`config.mk`:
```
export PLATFORM = sky130hd
export DESIGN_NAME = cssr_status_reg
export DESIGN_NICKNAME = d
export VERILOG_FILES = /design/src/core/cssr_pkg.sv /design/src/core/cssr_flush_seq.sv /design/src/core/cssr_status_reg.sv
export SDC_FILE = /design/constraint.sdc
export NUM_CORES = 1
export LEC_CHECK = 0
export BUFFER_PORTS_ARGS = -buffer_cell sky130_fd_sc_hd__buf_4
export CORE_MARGIN = 2
export CORE_UTILIZATION = 42
export CTS_CLUSTER_SIZE = 12
export DETAILED_ROUTE_END_ITERATION = 8
export HOLD_SLACK_MARGIN = 0.03
export PLACE_DENSITY = 0.74
export REMOVE_ABC_BUFFERS = 1
export SLEW_MARGIN = 30
export SYNTH_ARGS = -nofsm -noshare
export SYNTH_HDL_FRONTEND = slang
export SYNTH_SLANG_ARGS = --single-unit
```
`constraint.sdc`:
```
create_clock -name sys_clk -period 1.6 [get_ports sys_clk]
set_clock_uncertainty 0.15 [all_clocks]
set_input_delay 0.16 -clock sys_clk [delete_from_list [all_inputs] [get_ports sys_clk]]
set_output_delay 0.16 -clock sys_clk [all_outputs]
set_load 0.02 [all_outputs]
```
`src/core/cssr_pkg.sv`:
```
// Constants for the CPU system control and status register block
package cssr_pkg;
  localparam int unsigned DataWidth = 16;
  // Bit positions inside the control/status word
  localparam int unsigned BitFreeze = 15;
  localparam int unsigned BitCacheEn = 14;
  localparam int unsigned BitFlush = 13;
  localparam int unsigned BitHostIrq = 12;
  localparam int unsigned BitBusFault = 7;
  localparam int unsigned BitRomMap = 6;
  localparam int unsigned BitClkOff = 2;
  // Bits this block owns; other bits read as zero
  localparam logic [15:0] OwnedMask = 16'hf0c4;
  // Reset value except the strap-loaded ROM map bit
  localparam logic [15:0] ResetValue = 16'h1000;
  // Separation in instruction cycles after a ROM map change
  localparam logic [2:0] SepBitOpCat1 = 3'h4;
  localparam logic [2:0] SepBitOpCat2 = 3'h0;
  localparam logic [2:0] SepMmioCat1 = 3'h5;
  localparam logic [2:0] SepMmioCat2 = 3'h1;
  localparam logic [2:0] SepCat3 = 3'h0;
  // Default number of cache lines to invalidate
  localparam int unsigned CacheLines = 64;
  // Branch categories
  typedef enum logic [1:0] {
    CSSR_BR_CAT1 = 2'h0,
    CSSR_BR_CAT2 = 2'h1,
    CSSR_BR_CAT3 = 2'h2
  } cssr_br_cat_t;
endpackage

```
`src/core/cssr_flush_seq.sv`:
```
// Cache flush sequencer: walks all lines, invalidating one per cycle
`timescale 1ns/1ps
`default_nettype none
module cssr_flush_seq #(
  parameter int unsigned LINES = cssr_pkg::CacheLines
) (
  input wire logic sys_clk,
  input wire logic rst_n,
  input wire logic start,
  output logic busy,
  output logic invValid,
  output logic [$clog2(LINES)-1:0] invIndex,
  output logic lastLine
);
  localparam logic [$clog2(LINES)-1:0] LastIdx = ($clog2(LINES))'(LINES - 1);
  logic [$clog2(LINES)-1:0] idx_r;
  logic busy_r;
  wire logic atLast = busy_r && (idx_r == LastIdx);

  always_ff @(posedge sys_clk or negedge rst_n) begin
    if (!rst_n) begin
      busy_r <= 1'b0;
      idx_r <= '0;
    end else if (start && (!busy_r || atLast)) begin
      // Restart on the last line too, else the flush bit would stick high
      busy_r <= 1'b1;
      idx_r <= '0;
    end else if (busy_r) begin
      busy_r <= !atLast;
      idx_r <= atLast ? '0 : idx_r + 1'b1;
    end
  end

  assign busy = busy_r;
  assign invValid = busy_r;
  assign invIndex = idx_r;
  assign lastLine = atLast;
endmodule // cssr_flush_seq
`default_nettype wire

```
`src/core/cssr_status_reg.sv`:
```
// CPU system control and status register with cache, clock-out and ROM-map control
// Overview of operation
// - Setting flush bit invalidates all cache lines
// - Flush bit reads one until flush done
// - Flush also discards the prefetch queue
// - Cache disabled: no requests reach cache
// - Cache enabled: fetch routed by address
// - Clearing cache enable empties prefetch queue
// - Freeze blocks miss fills, hits still served
// - Bus error sets fault and irq flags
// - Software writes of one to fault ignored
// - Fault cleared by zero write or reset
// - Clock-out disable bit gates clock pin
// - Host irq bit low gives host pulse
// - ROM map bit removes ROM when set
// - ROM map reset from strap; soft reset keeps
// - Bit-op change: category one needs four
// - Mapped write: five, one, zero cycles
// - Branch categories by kind of branch
// - Faulting instruction results not guaranteed
`timescale 1ns/1ps
`default_nettype none
module cssr_status_reg #(
  parameter int unsigned LINES = cssr_pkg::CacheLines
) (
  input wire logic sys_clk,
  input wire logic rst_n,
  // Software reset instruction executing (one-cycle pulse)
  input wire logic softReset,
  // Strap level for the ROM map bit, held stable around reset release
  input wire logic romMapStrap,
  // Bit set/clear instruction port
  input wire logic bitOpValid,
  input wire logic bitOpSet,
  input wire logic [3:0] bitOpIndex,
  // Memory-mapped whole-word write and read
  input wire logic mmioWrite,
  input wire logic [15:0] mmioWdata,
  output logic [15:0] regRdata,
  // Internal bus error detected (one-cycle pulse)
  input wire logic busErrorDetect,
  output logic busFaultIrqSet,
  // CPU clock seen on the clock-out pin when enabled
  input wire logic clkSource,
  output logic clockOutPin,
  output logic hostIrqPin_n,
  // Program fetch routing
  input wire logic fetchReq,
  input wire logic fetchCacheable,
  output logic fetchToCache,
  output logic fetchToMemory,
  output logic cacheFillEnable,
  output logic prefetchFlush,
  output logic cacheInvValid,
  output logic [$clog2(LINES)-1:0] cacheInvIndex,
  output logic romMapped,
  // Branch hazard guard: stall while the ROM map change is settling
  input wire logic branchValid,
  input wire cssr_pkg::cssr_br_cat_t branchCat,
  output logic branchStall
);
  logic freeze_r, cacheEn_r, flush_r, hostIrq_r, fault_r, romMap_r, clock_out_disable_r;
  logic strapPending_r;
  logic [2:0] sepCat1_r, sepCat2_r;
  logic busFaultIrqSet_r, clockOutPin_r, hostIrqPin_r, fetchToCache_r, fetchToMemory_r;
  logic cacheFillEnable_r, prefetchFlush_r, romMapped_r, branchStall_r;
  logic [15:0] regRdata_r;
  logic seqBusy, seqLast;

  // Per-bit write decode shared by bit ops and mapped writes
  logic [15:0] bitWr, bitVal;
  genvar g;
  generate
    for (g = 0; g < 16; g++) begin : gDec
      assign bitWr[g] = mmioWrite || (bitOpValid && (bitOpIndex == 4'(g)));
      assign bitVal[g] = mmioWrite ? mmioWdata[g] : bitOpSet;
    end
  endgenerate

  wire logic flushStart = bitWr[cssr_pkg::BitFlush] && bitVal[cssr_pkg::BitFlush];
  wire logic cacheEnNxt = bitWr[cssr_pkg::BitCacheEn] ? bitVal[cssr_pkg::BitCacheEn]
                                                       : cacheEn_r;
  wire logic romMapNxt = bitWr[cssr_pkg::BitRomMap] ? bitVal[cssr_pkg::BitRomMap] : romMap_r;
  wire logic romChange = romMapNxt != romMap_r;
  // Set wins over a software clear in the same cycle
  wire logic faultNxt = busErrorDetect ? 1'b1
                      : (bitWr[cssr_pkg::BitBusFault] && !bitVal[cssr_pkg::BitBusFault])
                        ? 1'b0 : fault_r;
  wire logic flushNxt = flushStart ? 1'b1 : (seqLast ? 1'b0 : flush_r);
  wire logic [15:0] statusWord = {freeze_r, cacheEn_r, flush_r, hostIrq_r, 4'h0,
                                  fault_r, romMap_r, 3'h0, clock_out_disable_r, 2'h0}
                                 & cssr_pkg::OwnedMask;
  wire logic [2:0] cat1Load = mmioWrite ? cssr_pkg::SepMmioCat1 : cssr_pkg::SepBitOpCat1;
  wire logic [2:0] cat2Load = mmioWrite ? cssr_pkg::SepMmioCat2 : cssr_pkg::SepBitOpCat2;
  wire logic needStall = branchValid &&
                         ((branchCat == cssr_pkg::CSSR_BR_CAT1 && sepCat1_r != 3'h0) ||
                          (branchCat == cssr_pkg::CSSR_BR_CAT2 && sepCat2_r != 3'h0));

  cssr_flush_seq #(.LINES(LINES)) uFlush (
    .sys_clk(sys_clk),
    .rst_n(rst_n),
    .start(flushStart),
    .busy(seqBusy),
    .invValid(cacheInvValid),
    .invIndex(cacheInvIndex),
    .lastLine(seqLast)
  );

  always_ff @(posedge sys_clk or negedge rst_n) begin
    if (!rst_n) begin
      freeze_r <= cssr_pkg::ResetValue[cssr_pkg::BitFreeze];
      cacheEn_r <= cssr_pkg::ResetValue[cssr_pkg::BitCacheEn];
      flush_r <= cssr_pkg::ResetValue[cssr_pkg::BitFlush];
      hostIrq_r <= cssr_pkg::ResetValue[cssr_pkg::BitHostIrq];
      fault_r <= cssr_pkg::ResetValue[cssr_pkg::BitBusFault];
      clock_out_disable_r <= cssr_pkg::ResetValue[cssr_pkg::BitClkOff];
    end else if (softReset) begin
      // Soft reset restores defaults; flush bit, fault flag and ROM map keep state
      freeze_r <= cssr_pkg::ResetValue[cssr_pkg::BitFreeze];
      cacheEn_r <= cssr_pkg::ResetValue[cssr_pkg::BitCacheEn];
      flush_r <= flushNxt;
      hostIrq_r <= cssr_pkg::ResetValue[cssr_pkg::BitHostIrq];
      fault_r <= faultNxt;
      clock_out_disable_r <= cssr_pkg::ResetValue[cssr_pkg::BitClkOff];
    end else begin
      freeze_r <= bitWr[cssr_pkg::BitFreeze] ? bitVal[cssr_pkg::BitFreeze] : freeze_r;
      cacheEn_r <= cacheEnNxt;
      flush_r <= flushNxt;
      hostIrq_r <= bitWr[cssr_pkg::BitHostIrq] ? bitVal[cssr_pkg::BitHostIrq] : hostIrq_r;
      // Only a bus error sets it
      fault_r <= faultNxt;
      clock_out_disable_r <= bitWr[cssr_pkg::BitClkOff] ? bitVal[cssr_pkg::BitClkOff] : clock_out_disable_r;
    end
  end

  // Strap caught after release, soft reset ignored
  always_ff @(posedge sys_clk or negedge rst_n) begin
    if (!rst_n) begin
      strapPending_r <= 1'b1;
      romMap_r <= 1'b0;
    end else if (strapPending_r) begin
      strapPending_r <= 1'b0;
      romMap_r <= romMapStrap;
    end else begin
      romMap_r <= romMapNxt;
    end
  end

  // Separation counters after a ROM map change
  always_ff @(posedge sys_clk or negedge rst_n) begin
    if (!rst_n) begin
      sepCat1_r <= 3'h0;
      sepCat2_r <= 3'h0;
    end else if (romChange && !strapPending_r) begin
      sepCat1_r <= cat1Load;
      sepCat2_r <= cat2Load;
    end else begin
      sepCat1_r <= (sepCat1_r != 3'h0) ? sepCat1_r - 3'h1 : 3'h0;
      sepCat2_r <= (sepCat2_r != 3'h0) ? sepCat2_r - 3'h1 : 3'h0;
    end
  end

  // Registered outputs
  always_ff @(posedge sys_clk or negedge rst_n) begin
    if (!rst_n) begin
      busFaultIrqSet_r <= 1'b0;
      clockOutPin_r <= 1'b0;
      hostIrqPin_r <= 1'b1;
      fetchToCache_r <= 1'b0;
      fetchToMemory_r <= 1'b0;
      cacheFillEnable_r <= 1'b0;
      prefetchFlush_r <= 1'b0;
      romMapped_r <= 1'b0;
      branchStall_r <= 1'b0;
      regRdata_r <= 16'h0000;
    end else begin
      // Fault raises the irq flag set
      busFaultIrqSet_r <= busErrorDetect;
      clockOutPin_r <= clkSource && !clock_out_disable_r;
      // Pin follows bit: clear then set pulses low
      hostIrqPin_r <= hostIrq_r;
      fetchToCache_r <= fetchReq && cacheEn_r && fetchCacheable && !seqBusy;
      fetchToMemory_r <= fetchReq && !(cacheEn_r && fetchCacheable && !seqBusy);
      // Frozen cache gets no miss fills
      cacheFillEnable_r <= cacheEn_r && !freeze_r && !seqBusy;
      prefetchFlush_r <= flushStart || (cacheEn_r && !cacheEnNxt);
      // ROM present only when bit is zero
      romMapped_r <= !romMap_r;
      branchStall_r <= needStall;
      regRdata_r <= statusWord;
    end
  end

  // No recovery of the faulting instruction
  assign busFaultIrqSet = busFaultIrqSet_r;
  assign clockOutPin = clockOutPin_r;
  assign hostIrqPin_n = hostIrqPin_r;
  assign fetchToCache = fetchToCache_r;
  assign fetchToMemory = fetchToMemory_r;
  assign cacheFillEnable = cacheFillEnable_r;
  assign prefetchFlush = prefetchFlush_r;
  assign romMapped = romMapped_r;
  assign branchStall = branchStall_r;
  assign regRdata = regRdata_r;
endmodule // cssr_status_reg
`default_nettype wire

```
Word-level counts from Yosys, hierarchy flattened --
Index checks and enable logic that the tools add are counted.
Cells by class: $add $sub $neg 3, mux-type cells 32, equality and inequality tests 10, reduce and logical (&&, ||, !) cells 53
Operator list (number):
- logical AND 1 bit | 25
- two-way mux 1 bit | 25
- two-way mux 6 bit | 3
- equality test 4 bit, second input constant | 4
- two-way mux 3 bit | 4
- nonzero test 2 bit | 6
- logical OR 1 bit | 10
- zero test 1 bit | 9
- equality test 4 x 3 -> 1 bit, second input constant | 2
- adder 6 x 1 -> 6 bit, second input constant | 1
- equality test 6 bit, second input constant | 1
- nonzero test 3 bit | 2
- subtractor 3 x 1 -> 3 bit, second input constant | 2
- equality test 4 x 2 -> 1 bit, second input constant | 1
- equality test 2 x 1 -> 1 bit, second input constant | 1
- zero test 2 bit | 1
- inequality test 1 bit | 1
Word-level totals: output and inout port bits 32, logic and storage cells 120, register bits after elaboration 37, input port bits 34

Logic depth before layout (Yosys ltp) --
Gate-level depths: netlist (run 1).
word-level depth 7, mapped depth 5, gate-level depth less buffers 5

Cells and area by module --
A second synthesis (run 1) with hierarchy kept.
Unflattened totals: cell total of the unflattened synthesis 158, area total of the unflattened synthesis 1714.1 µm²
By module, submodules not included:
- cssr_status_reg | area an instance 1316.3 µm², times used 1, sequential area each 754.5 µm², cells an instance 116
- cssr_flush_seq | area an instance 397.9 µm², times used 1, sequential area each 175.2 µm², cells an instance 42

Least setup slack after synthesis (run 1) --
No wires, ideal clock.
path kind register to register, start register uFlush.idx_r[0] (netlist: uFlush.invIndex[0]), end register uFlush.idx_r[5] (netlist: uFlush.invIndex[5]), setup time 124 ps, arrival time 1424 ps, path buffers 0, stages on the path, launching flop included 6, period minus slack after synthesis 1698 ps, path slack -98 ps, data required time 1326 ps, cells stage by stage dfrtp_1 -> ha_1 -> nand3_1 -> o21ai_0 -> nor2_1 -> a211o_1
On the way: longest elaborated chain between the ends 5, elaborated cells on any way between the ends 9, classes of those cells 1 x add/sub; 1 x eq/ne; 3 x mux; 4 x reduce/logical
Ends and longest elaborated chain:
- start, declared | line cssr_flush_seq.sv:16 | logic [$clog2(LINES)-1:0] idx_r;
- start signal, assigned | line cssr_flush_seq.sv:30 | idx_r <= atLast ? '0 : idx_r + 1'b1;
- parallel branches: the longest is 5 deep, another holds adder 6 x 1 -> 6 bit
Parallel ways; which one is timed is not known. The select of a mux whose other input is x is not followed. A chain may end at the register's enable or synchronous reset.

Worst setup path in the final report (run 1) --
start register uFlush.idx_r[0] (netlist: uFlush.invIndex[0]), end register uFlush.idx_r[1] (netlist: uFlush.invIndex[1])
The elaborated chain is that of the path after synthesis.

==> results_dict.tcl, run 1 <==
set metrics [dict create \
    clkPwrFrac_pct 30.9 \
    finalSetupViolCount 0 \
    timing.final.crit_share_pct 94.70 \
    drive_above_1_share_pct 35.45 \
    switching_share_pct 26.48 \
    synth_common_cells "34 x dfrtp_1, 16 x nand2_1, 13 x nor2_1" \
    hold_viol 0 \
    power.density_mw_per_mm2 874.9 \
    syn_area_per_cell_um2 10.88 \
    postSynthCellCount 148 \
    clock_path_buffers 2 \
    placed_area_mm2 0.002044 \
    num_antenna_cells 0 \
    synth_area_leaders "dfrtp_1 53%, dfstp_2 4.9%, buf_4 4.2%" \
    avgRoutedWirePerCell_um 12.92 \
    ant_nets 0 \
    synth_top_area_share_pct 52.84 \
    io_buffers 47 \
    initial_utilization_pct 43.98 \
    finalPower_uw 1974 \
    synth.distinct_cells 40 \
    globalplace.congestion 0.8070 \
    p_switching_uw 522.5 \
    critPathKind "reg2reg" \
    worst_ir_drop_vdd_mv 0.5823 \
    crit_path_start_kind "register" \
    drt-initial-drc-count 87 \
    viasPerCell 4.981 \
    nets 254 \
    run_status "complete, no violations" \
    pwr-share-seq_pct 53.8 \
    die_w_um 65.92 \
    syn_to_final_growth_pct 40.09 \
    critPathCaptureType "register" \
    final_cell_area_mm2 0.002256 \
    wirelength_mm 3.463 \
    synthFlopType "dfrtp_1" \
    drv_cap 0 \
    cts_tree "done" \
    clock_latency_ns 0.29 \
    die_h_um 65.92 \
    synth.most_common_cell "dfrtp_1" \
    clkSlewWorstSetupHoldPaths_ns 0.07 \
    synth_warnings 0 \
    share_comb_of_total_power_pct 15.3 \
    rows 22 \
    final_util_pct 61.62 \
    hpwl_mm 2.500 \
    coreArea_mm2 0.003661 \
    synth-seq-cells 37 \
    grt_start_max_net_pins 38 \
    synth_area_mm2 0.001610 \
    cts.sinks 37 \
    crit_chain "ha_2 > nand3_4 > buf_4 > o311ai_0 > o21ai_1" \
    period_minus_slack_ns 1.515 \
    die_area_mm2 0.004345 \
    worstPathRequired_ns 1.61 \
    firstDrtPassIters 4 \
    grt_pass1_wl_mm 5.706 \
    fmax_mhz 660.0 \
    cts_setup_buffers 0 \
    overflow 0 \
    dr_total_vias 1335 \
    root_buffer "clkbuf_8" \
    finalHoldWorstSlack_ns 0.04165 \
    yosysSeqAreaShare_pct 57.73 \
    cp_slowest_cell "dfrtp_1" \
    cts_buffers 5 \
    drcViolationCount 0 \
    antenna_found_initial 0 \
    grt_usage_pct 17.62 \
    min_path_type "in2reg" \
    intPower_uw 1451 \
    synth_edf_count 0 \
    grt_pass1_vias 1285 \
    yosysTopAreaCell "dfrtp_1" \
    cp_max_fo 5 \
    ys_async_sr_fraction_pct 100.0 \
    worstPathArrival_ns 1.52 \
    p_leak_uw 0.001057 \
    cts-htree-levels 2 \
    pin_count 66 \
    critPathMaxStageDelay_ns 0.36 \
    drv_slew 0 \
]
## placed cells by master, fill, tap and decap left out, drive strengths merged, types with 2 or more instances in the layout
cell type	count
a211o	2
a211oi	3
a21oi	5
and3	3
buf	56
clkbuf	6
clkinv	2
conb	10
dfrtp	34
dfstp	3
dlygate4sd3	11
inv	4
mux2i	3
nand2	16
nand2b	2
nand3	5
nand4b	2
nor2	13
nor2b	2
nor3	4
nor3b	2
nor4	3
nor4b	2
o21ai	7
o31ai	2
o32ai	2
xor2	3
## critical path, delay by kind of cell (launching register included)
kind	cells	cell delay [ns]
fa+ha+maj	1	0.22
compound gates	2	0.40
buf+inv	1	0.15
flops	1	0.36
simple gates	1	0.11
## cells by family (layout without fill, tap and decap cells)
group | Yosys count | in the layout | share of synthesized area (%)
buffers and inverters | 16 | 79 | 5.905
other | 1 | 10 | 0.2329
muxes | 4 | 4 | 2.564
and+or+nand+nor | 57 | 57 | 18.42
DFF | 37 | 37 | 57.73
xor gates and xnor gates | 3 | 3 | 1.632
AOI/OAI and AO/OA | 29 | 29 | 12.74
adders and majority gates | 1 | 1 | 0.7769
## flip-flops by register name, indices dropped and copies added (netlist names), 3 cells and up
register / flops
sepCat2_r: 3
uFlush.invIndex: 6
regRdata: 7
sepCat1_r: 3
## layer usage
metal  share of wire [%]  GRT usage, %
met4                 1.3         6.250
met5                   0             0
met3                 6.6         4.940
met1                  43         22.35
met2                  49         28.79
## worst paths after layout
| check | start | depth (start not counted) | to | slack, ns |
|---|---|---|---|---|
| worst max-delay path | uFlush.invIndex[0] | 5 | uFlush.invIndex[1] | 0.08 |
| worst min-delay path | mmioWdata[14] | 4 | prefetchFlush | 0.04 |
| worst max register to register | uFlush.invIndex[0] | 5 | uFlush.invIndex[1] | 0.08 |
| worst min register to register | hostIrq_r | 0 | hostIrqPin_n | 0.23 |
| max in group asynchronous | rst_n | 2 | hostIrqPin_n | 0.72 |
| min in group asynchronous | rst_n | 2 | uFlush.invIndex[5] | 0.22 |
## metrics by stage
step	setup WS, ns	cells	setup TNS [ns]
5_1_grt	-0.01146	268	-0.01146
3_3_place_gp	-0.01831	249	-0.01831
6_report	0.08481	268	0
2_1_floorplan	-0.09835	145	-0.1443
3_5_place_dp	-0.08236	249	-0.1031
4_1_cts	0.04709	268	0
## power groups by stage
stage | clock [µW] | combinational [µW] | sequential [µW]
finish | 609 | 302 | 1060
global route | 680 | 330 | 1070
CTS | 634 | 303 | 1060
detailed placement | 0 | 281 | 1080
global placement | 0 | 273 | 1070
floorplan | 0 | 115 | 1100
## repair_timing
item / in CTS / in global routing
endpoints found under the setup margin: 2 / 2
pin swaps: 0 / 0
hold buffers: 11 / 0
endpoints found under the hold margin: 47 / 0
gates resized for setup: 2 / 4
## layout make-up
class                   instances  area (µm²)
fillers                       312        1405
repair buffers                 67       530.5
well taps                      48       60.06
inverters                       4       15.01
flip-flops and latches         37       929.6
multi-input cells             104       638.1
clock inverters                 2       10.01
clock buffers                   6       72.57
No activity file was read; power rests on OpenSTA's default activity.
==> inputs of run 2 (changes only) <==
PLACE_DENSITY = 0.82   (was 0.74)
==> run 2 against run 1 <==
Net effect: sequential power hardly changed; cell area hardly changed; via count hardly changed; die area stayed put; register-to-register slack hardly changed; sequential cell count stayed put; first-iteration DRC count is 48% lower; worst setup slack worse by 0.013 ns; hold slack better by 0.0067 ns; clock-buffer cell count is 2 higher; clock power is 5.9% higher.
==> results_dict.tcl, run 2 (same netlist as run 1, synthesis figures left out) <==
set metrics [dict create \
    run_status "complete, no violations" \
    wirelength_mm 3.352 \
    die_w_um 65.92 \
    cp_num_cells 6 \
    critPathMaxStageDelay_ns 0.39 \
    nets 253 \
    antenna_found_initial 0 \
    grt_start_max_net_pins 38 \
    dpl.cell_count 248 \
    setup_ws_ns 0.07140 \
    worstPathRequired_ns 1.62 \
    worstRegToRegCells 6 \
    firstDrtPassIters 4 \
    die_area_mm2 0.004345 \
    crit_path_start_kind "register" \
    power.density_mw_per_mm2 890.3 \
    r2r_end "uFlush.invIndex[3]" \
    worstPathArrival_ns 1.55 \
    clock_latency_ns 0.28 \
    largest_reg_flops 7 \
    cts_tree "done" \
    overflow 0 \
    period_minus_slack_ns 1.529 \
    final_cell_mix "55 x buf_4, 34 x dfrtp_1, 16 x nand2_1, 13 x nor2_1, 11 x dlygate4sd3_1" \
    viasPerCell 5.004 \
    cts.sinks 37 \
    pin_count 66 \
    num_antenna_cells 0 \
    critPathCaptureType "register" \
    p_leak_uw 0.001053 \
    rows 22 \
    cp_max_fo 4 \
    rr_startpoint "uFlush.invIndex[1]" \
    path_buf_inv 1 \
    crit_chain "ha_4 > nand3_2 > buf_4 > o211ai_1 > o21ai_0 > a22o_2" \
    endpoint "uFlush.invIndex[3]" \
    dr_total_vias 1336 \
    root_buffer "clkbuf_8" \
    pre_cts_slack_ns 0.01474 \
    fmax_mhz 654.2 \
    finalSetupViolCount 0 \
    clkSlewWorstSetupHoldPaths_ns 0.07 \
    grt_pass1_vias 1261 \
    reg2reg_slack_ns 0.07 \
    io_buffers 47 \
    coreArea_mm2 0.003661 \
    grt_pass1_wl_mm 5.623 \
    grt_usage_pct 17.60 \
    stdcell_count 267 \
    worst_ir_drop_vdd_mv 0.3954 \
    critPathKind "reg2reg" \
    cts-htree-levels 2 \
    drv_slew 0 \
    clock_path_buffers 2 \
    crit_start "uFlush.invIndex[1]" \
    final_util_pct 61.59 \
    cp_slowest_cell "dfrtp_1" \
    initial_utilization_pct 43.98 \
    cts_buffers 5 \
    timing.final.crit_share_pct 95.54 \
    drv_cap 0 \
    drive_above_1_share_pct 34.25 \
    hpwl_mm 2.383 \
    drt-initial-drc-count 45 \
    ant_nets 0 \
    finalPower_uw 2007 \
    fillers 305 \
    layout_commonest_cell "buf_4" \
    globalplace.congestion 0.7495 \
    drcViolationCount 0 \
    syn_to_final_growth_pct 40.02 \
    hold_viol 0 \
    avgRoutedWirePerCell_um 12.55 \
    critPathTopFamily "compound AO/OA/AOI/OAI gates" \
    die_h_um 65.92 \
    min_path_type "in2reg" \
]
## run 2: how the worst min path moves through the flow
stage                        startpoint          end  slack, ns  depth (start not counted)
final                     mmioWdata[12]    hostIrq_r       0.05                          3
after global routing      mmioWdata[12]    hostIrq_r       0.04                          3
after CTS                 mmioWdata[12]    hostIrq_r       0.04                          3
after detailed placement          rst_n  clockOutPin     -0.008                          1
after global placement            rst_n  clockOutPin     -0.009                          1
after floorplan                   rst_n  branchStall      -0.29                          0
## run 2: final cells by class
cell class	instances	area [µm²]	area share [%]
timing repair buffer	66	523.0	23.20
tap	48	60.06	2.664
clock buffer	8	90.09	3.996
inverter	4	15.01	0.6659
sequential	37	929.6	41.23
multi-input combinational	104	636.9	28.25
## run 2: worst min-delay path: cells and delay by family
kind / cells / cell delay (ns)
AOI/OAI and AO/OA: 1 / 0.07
buffers and inverters: 1 / 0.11
and+or+nand+nor: 1 / 0.13
## run 2: metal layers
metal / wire, µm / global-route usage, %
met2: 1792 / 30.18
met5: 0 / 0
met1: 1381 / 20.80
met3: 121 / 4.259
met4: 57 / 7.813
## run 2: power breakdown
part | switching (µW) | total, µW | internal [µW]
Clock | 294 | 645 | 351
Sequential | 57.0 | 1060 | 1010
Combinational | 155 | 300 | 145
## run 2: through the flow
stage | cell area [µm²] | setup TNS [ns] | hold WS (ns)
3_5_place_dp | 2037 | 0 | -0.008339
4_1_cts | 2237 | 0 | 0.03928
5_1_grt | 2255 | -0.009837 | 0.03724
3_3_place_gp | 2037 | 0 | -0.008891
6_report | 2255 | 0 | 0.04832
2_1_floorplan | 1564 | -0.1443 | -0.2856
## run 2: repair_timing
item	CTS	global route
setup endpoints to repair	0	4
setup buffers	0	0
resized for setup	0	4
hold buffers	11	0
hold endpoints to repair	47	0
==> inputs of run 3 (changes only) <==
CORE_UTILIZATION = 46   (was 42)
PLACE_DENSITY = 0.85   (was 0.82)
clock period = 1.7 ns   (was 1.6 ns; I/O delays follow)
==> run 3 against run 2 <==
Net effect: die area is 8.2% lower; hold slack worse by 0.010 ns; utilization is 7.1 points higher; non-clock buffer count is 5 higher; clock-buffer cell count is 3 lower.
==> results_dict.tcl, run 3 (same netlist as run 1, synthesis figures left out) <==
set metrics [dict create \
    run_status "complete, no violations" \
    coreArea_mm2 0.003337 \
    drv_cap 0 \
    timing.final.crit_share_pct 93.92 \
    grt_pass1_vias 1326 \
    clock_path_buffers 2 \
    power.density_mw_per_mm2 836.8 \
    grt_pass1_wl_mm 6.092 \
    rr_startpoint "uFlush.invIndex[0]" \
    pre_cts_slack_ns 0.06186 \
    root_buffer "clkbuf_4" \
    io_buffers 47 \
    drcViolationCount 0 \
    share_comb_of_total_power_pct 15.5 \
    switching_share_pct 26.74 \
    final_cell_area_mm2 0.002291 \
    finalSetupViolCount 0 \
    grt_usage_pct 20.42 \
    clkSlewWorstSetupHoldPaths_ns 0.12 \
    syn_to_final_growth_pct 42.27 \
    viasPerCell 5.093 \
    worstPathArrival_ns 1.70 \
    placed_area_mm2 0.002019 \
    worstRegToRegCells 6 \
    finalPower_uw 1917 \
    largest_reg_flops 7 \
    worst_ir_drop_vdd_mv 0.5714 \
    cts_tree "done" \
    drt-initial-drc-count 49 \
    final_util_pct 68.65 \
    die_area_mm2 0.003990 \
    clock_latency_ns 0.35 \
    min_path_type "in2reg" \
    final_cell_mix "53 x buf_4, 33 x dfrtp_1, 18 x dlygate4sd3_1, 16 x nand2_1, 13 x nor2_1" \
    critPathKind "reg2reg" \
    cts-htree-levels 2 \
    cts.sinks 37 \
    rsz0062_at_grt "false" \
    drv_slew 0 \
    hold_depth 3 \
    cp_max_fo 3 \
    initial_utilization_pct 48.26 \
    dr_total_vias 1375 \
    antenna_found_initial 0 \
    globalplace.congestion 0.8437 \
    worstPathRequired_ns 1.80 \
    holdPathEnd "freeze_r" \
    p_switching_uw 512.7 \
    wirelength_mm 3.680 \
    layout_commonest_cell "buf_4" \
    pin_count 66 \
    num_antenna_cells 0 \
    intPower_uw 1404 \
    setup_ws_ns 0.1033 \
    period_minus_slack_ns 1.597 \
    firstDrtPassIters 4 \
    ant_nets 0 \
    p_leak_uw 0.001072 \
    rows 21 \
    hp-start "bitOpSet" \
    drive_above_1_share_pct 33.48 \
    die_h_um 63.17 \
    pwr-share-seq_pct 52.1 \
    hold_viol 0 \
    crit_path_start_kind "register" \
    avgRoutedWirePerCell_um 13.63 \
    finalSetupTns_ns 0 \
    overflow 0 \
    r2r_end "uFlush.invIndex[5]" \
    fmax_mhz 626.3 \
    reg2reg_slack_ns 0.10 \
    critPathCaptureType "register" \
    hpwl_mm 2.336 \
    cts_buffers 5 \
    nets 258 \
    die_w_um 63.17 \
    grt_start_max_net_pins 38 \
    clkPwrFrac_pct 32.4 \
]
## run 3: timing repair
item / in CTS / in global routing
buffers inserted: 0 / 0
resized for setup: 0 / 3
hold endpoints to repair: 52 / 0
hold buffers: 18 / 0
endpoints found under the setup margin: 0 / 3
## run 3: metal layers
metal / up-vias / share of wire, % / GRT usage, %
li1: 659 / - / -
met1: 651 / 40 / 23.05
met2: 48 / 49 / 33.24
met3: 17 / 5.4 / 5.893
met4: 0 / 5.2 / 14.17
met5: - / 0 / 0
## run 3: layout make-up
| cell class | count | area, µm² |
|---|---|---|
| fill | 254 | 1046 |
| sequential | 37 | 930.9 |
| multi-input combinational | 104 | 625.6 |
| timing repair buffer | 71 | 578.1 |
| tap | 46 | 57.56 |
| clock inverter | 3 | 46.29 |
| clock buffer | 5 | 37.54 |
| inverter | 4 | 15.01 |
## run 3: power groups by stage
stage	clock [µW]	combinational, µW	sequential, µW
global placement	0	255	1010
CTS	633	295	997
global route	691	324	1010
detailed placement	0	260	1010
finish	621	297	999
floorplan	0	108	1030
## run 3: worst max-delay path, stage by stage, from the launching register on
cell and delay, ns:
dfrtp_1 0.38, ha_1 0.18, nand3_1 0.13, o21ai_0 0.23
buf_4 0.17, nor2_1 0.04, a211o_1 0.21
## run 3: how the worst max path moves through the flow
stage | startpoint | to | slack (ns) | cells after the start
2_1_floorplan | uFlush.invIndex[0] | uFlush.invIndex[5] | 0.002 | 5
3_3_place_gp | bitOpIndex[1] | uFlush.invIndex[5] | 0.11 | 5
3_5_place_dp | bitOpIndex[1] | uFlush.invIndex[1] | 0.06 | 5
4_1_cts | sepCat2_r[1] | branchStall | 0.07 | 3
5_1_grt | uFlush.invIndex[0] | uFlush.invIndex[3] | 0.002 | 6
6_report | uFlush.invIndex[0] | uFlush.invIndex[5] | 0.10 | 6
## run 3: per-stage QoR
stage,hold WS [ns],instances
after floorplan,-0.2756,145
after global placement,-0.004177,244
after detailed placement,-0.0009950,244
after CTS,0.03332,270
after global routing,0.03305,270
final,0.03788,270
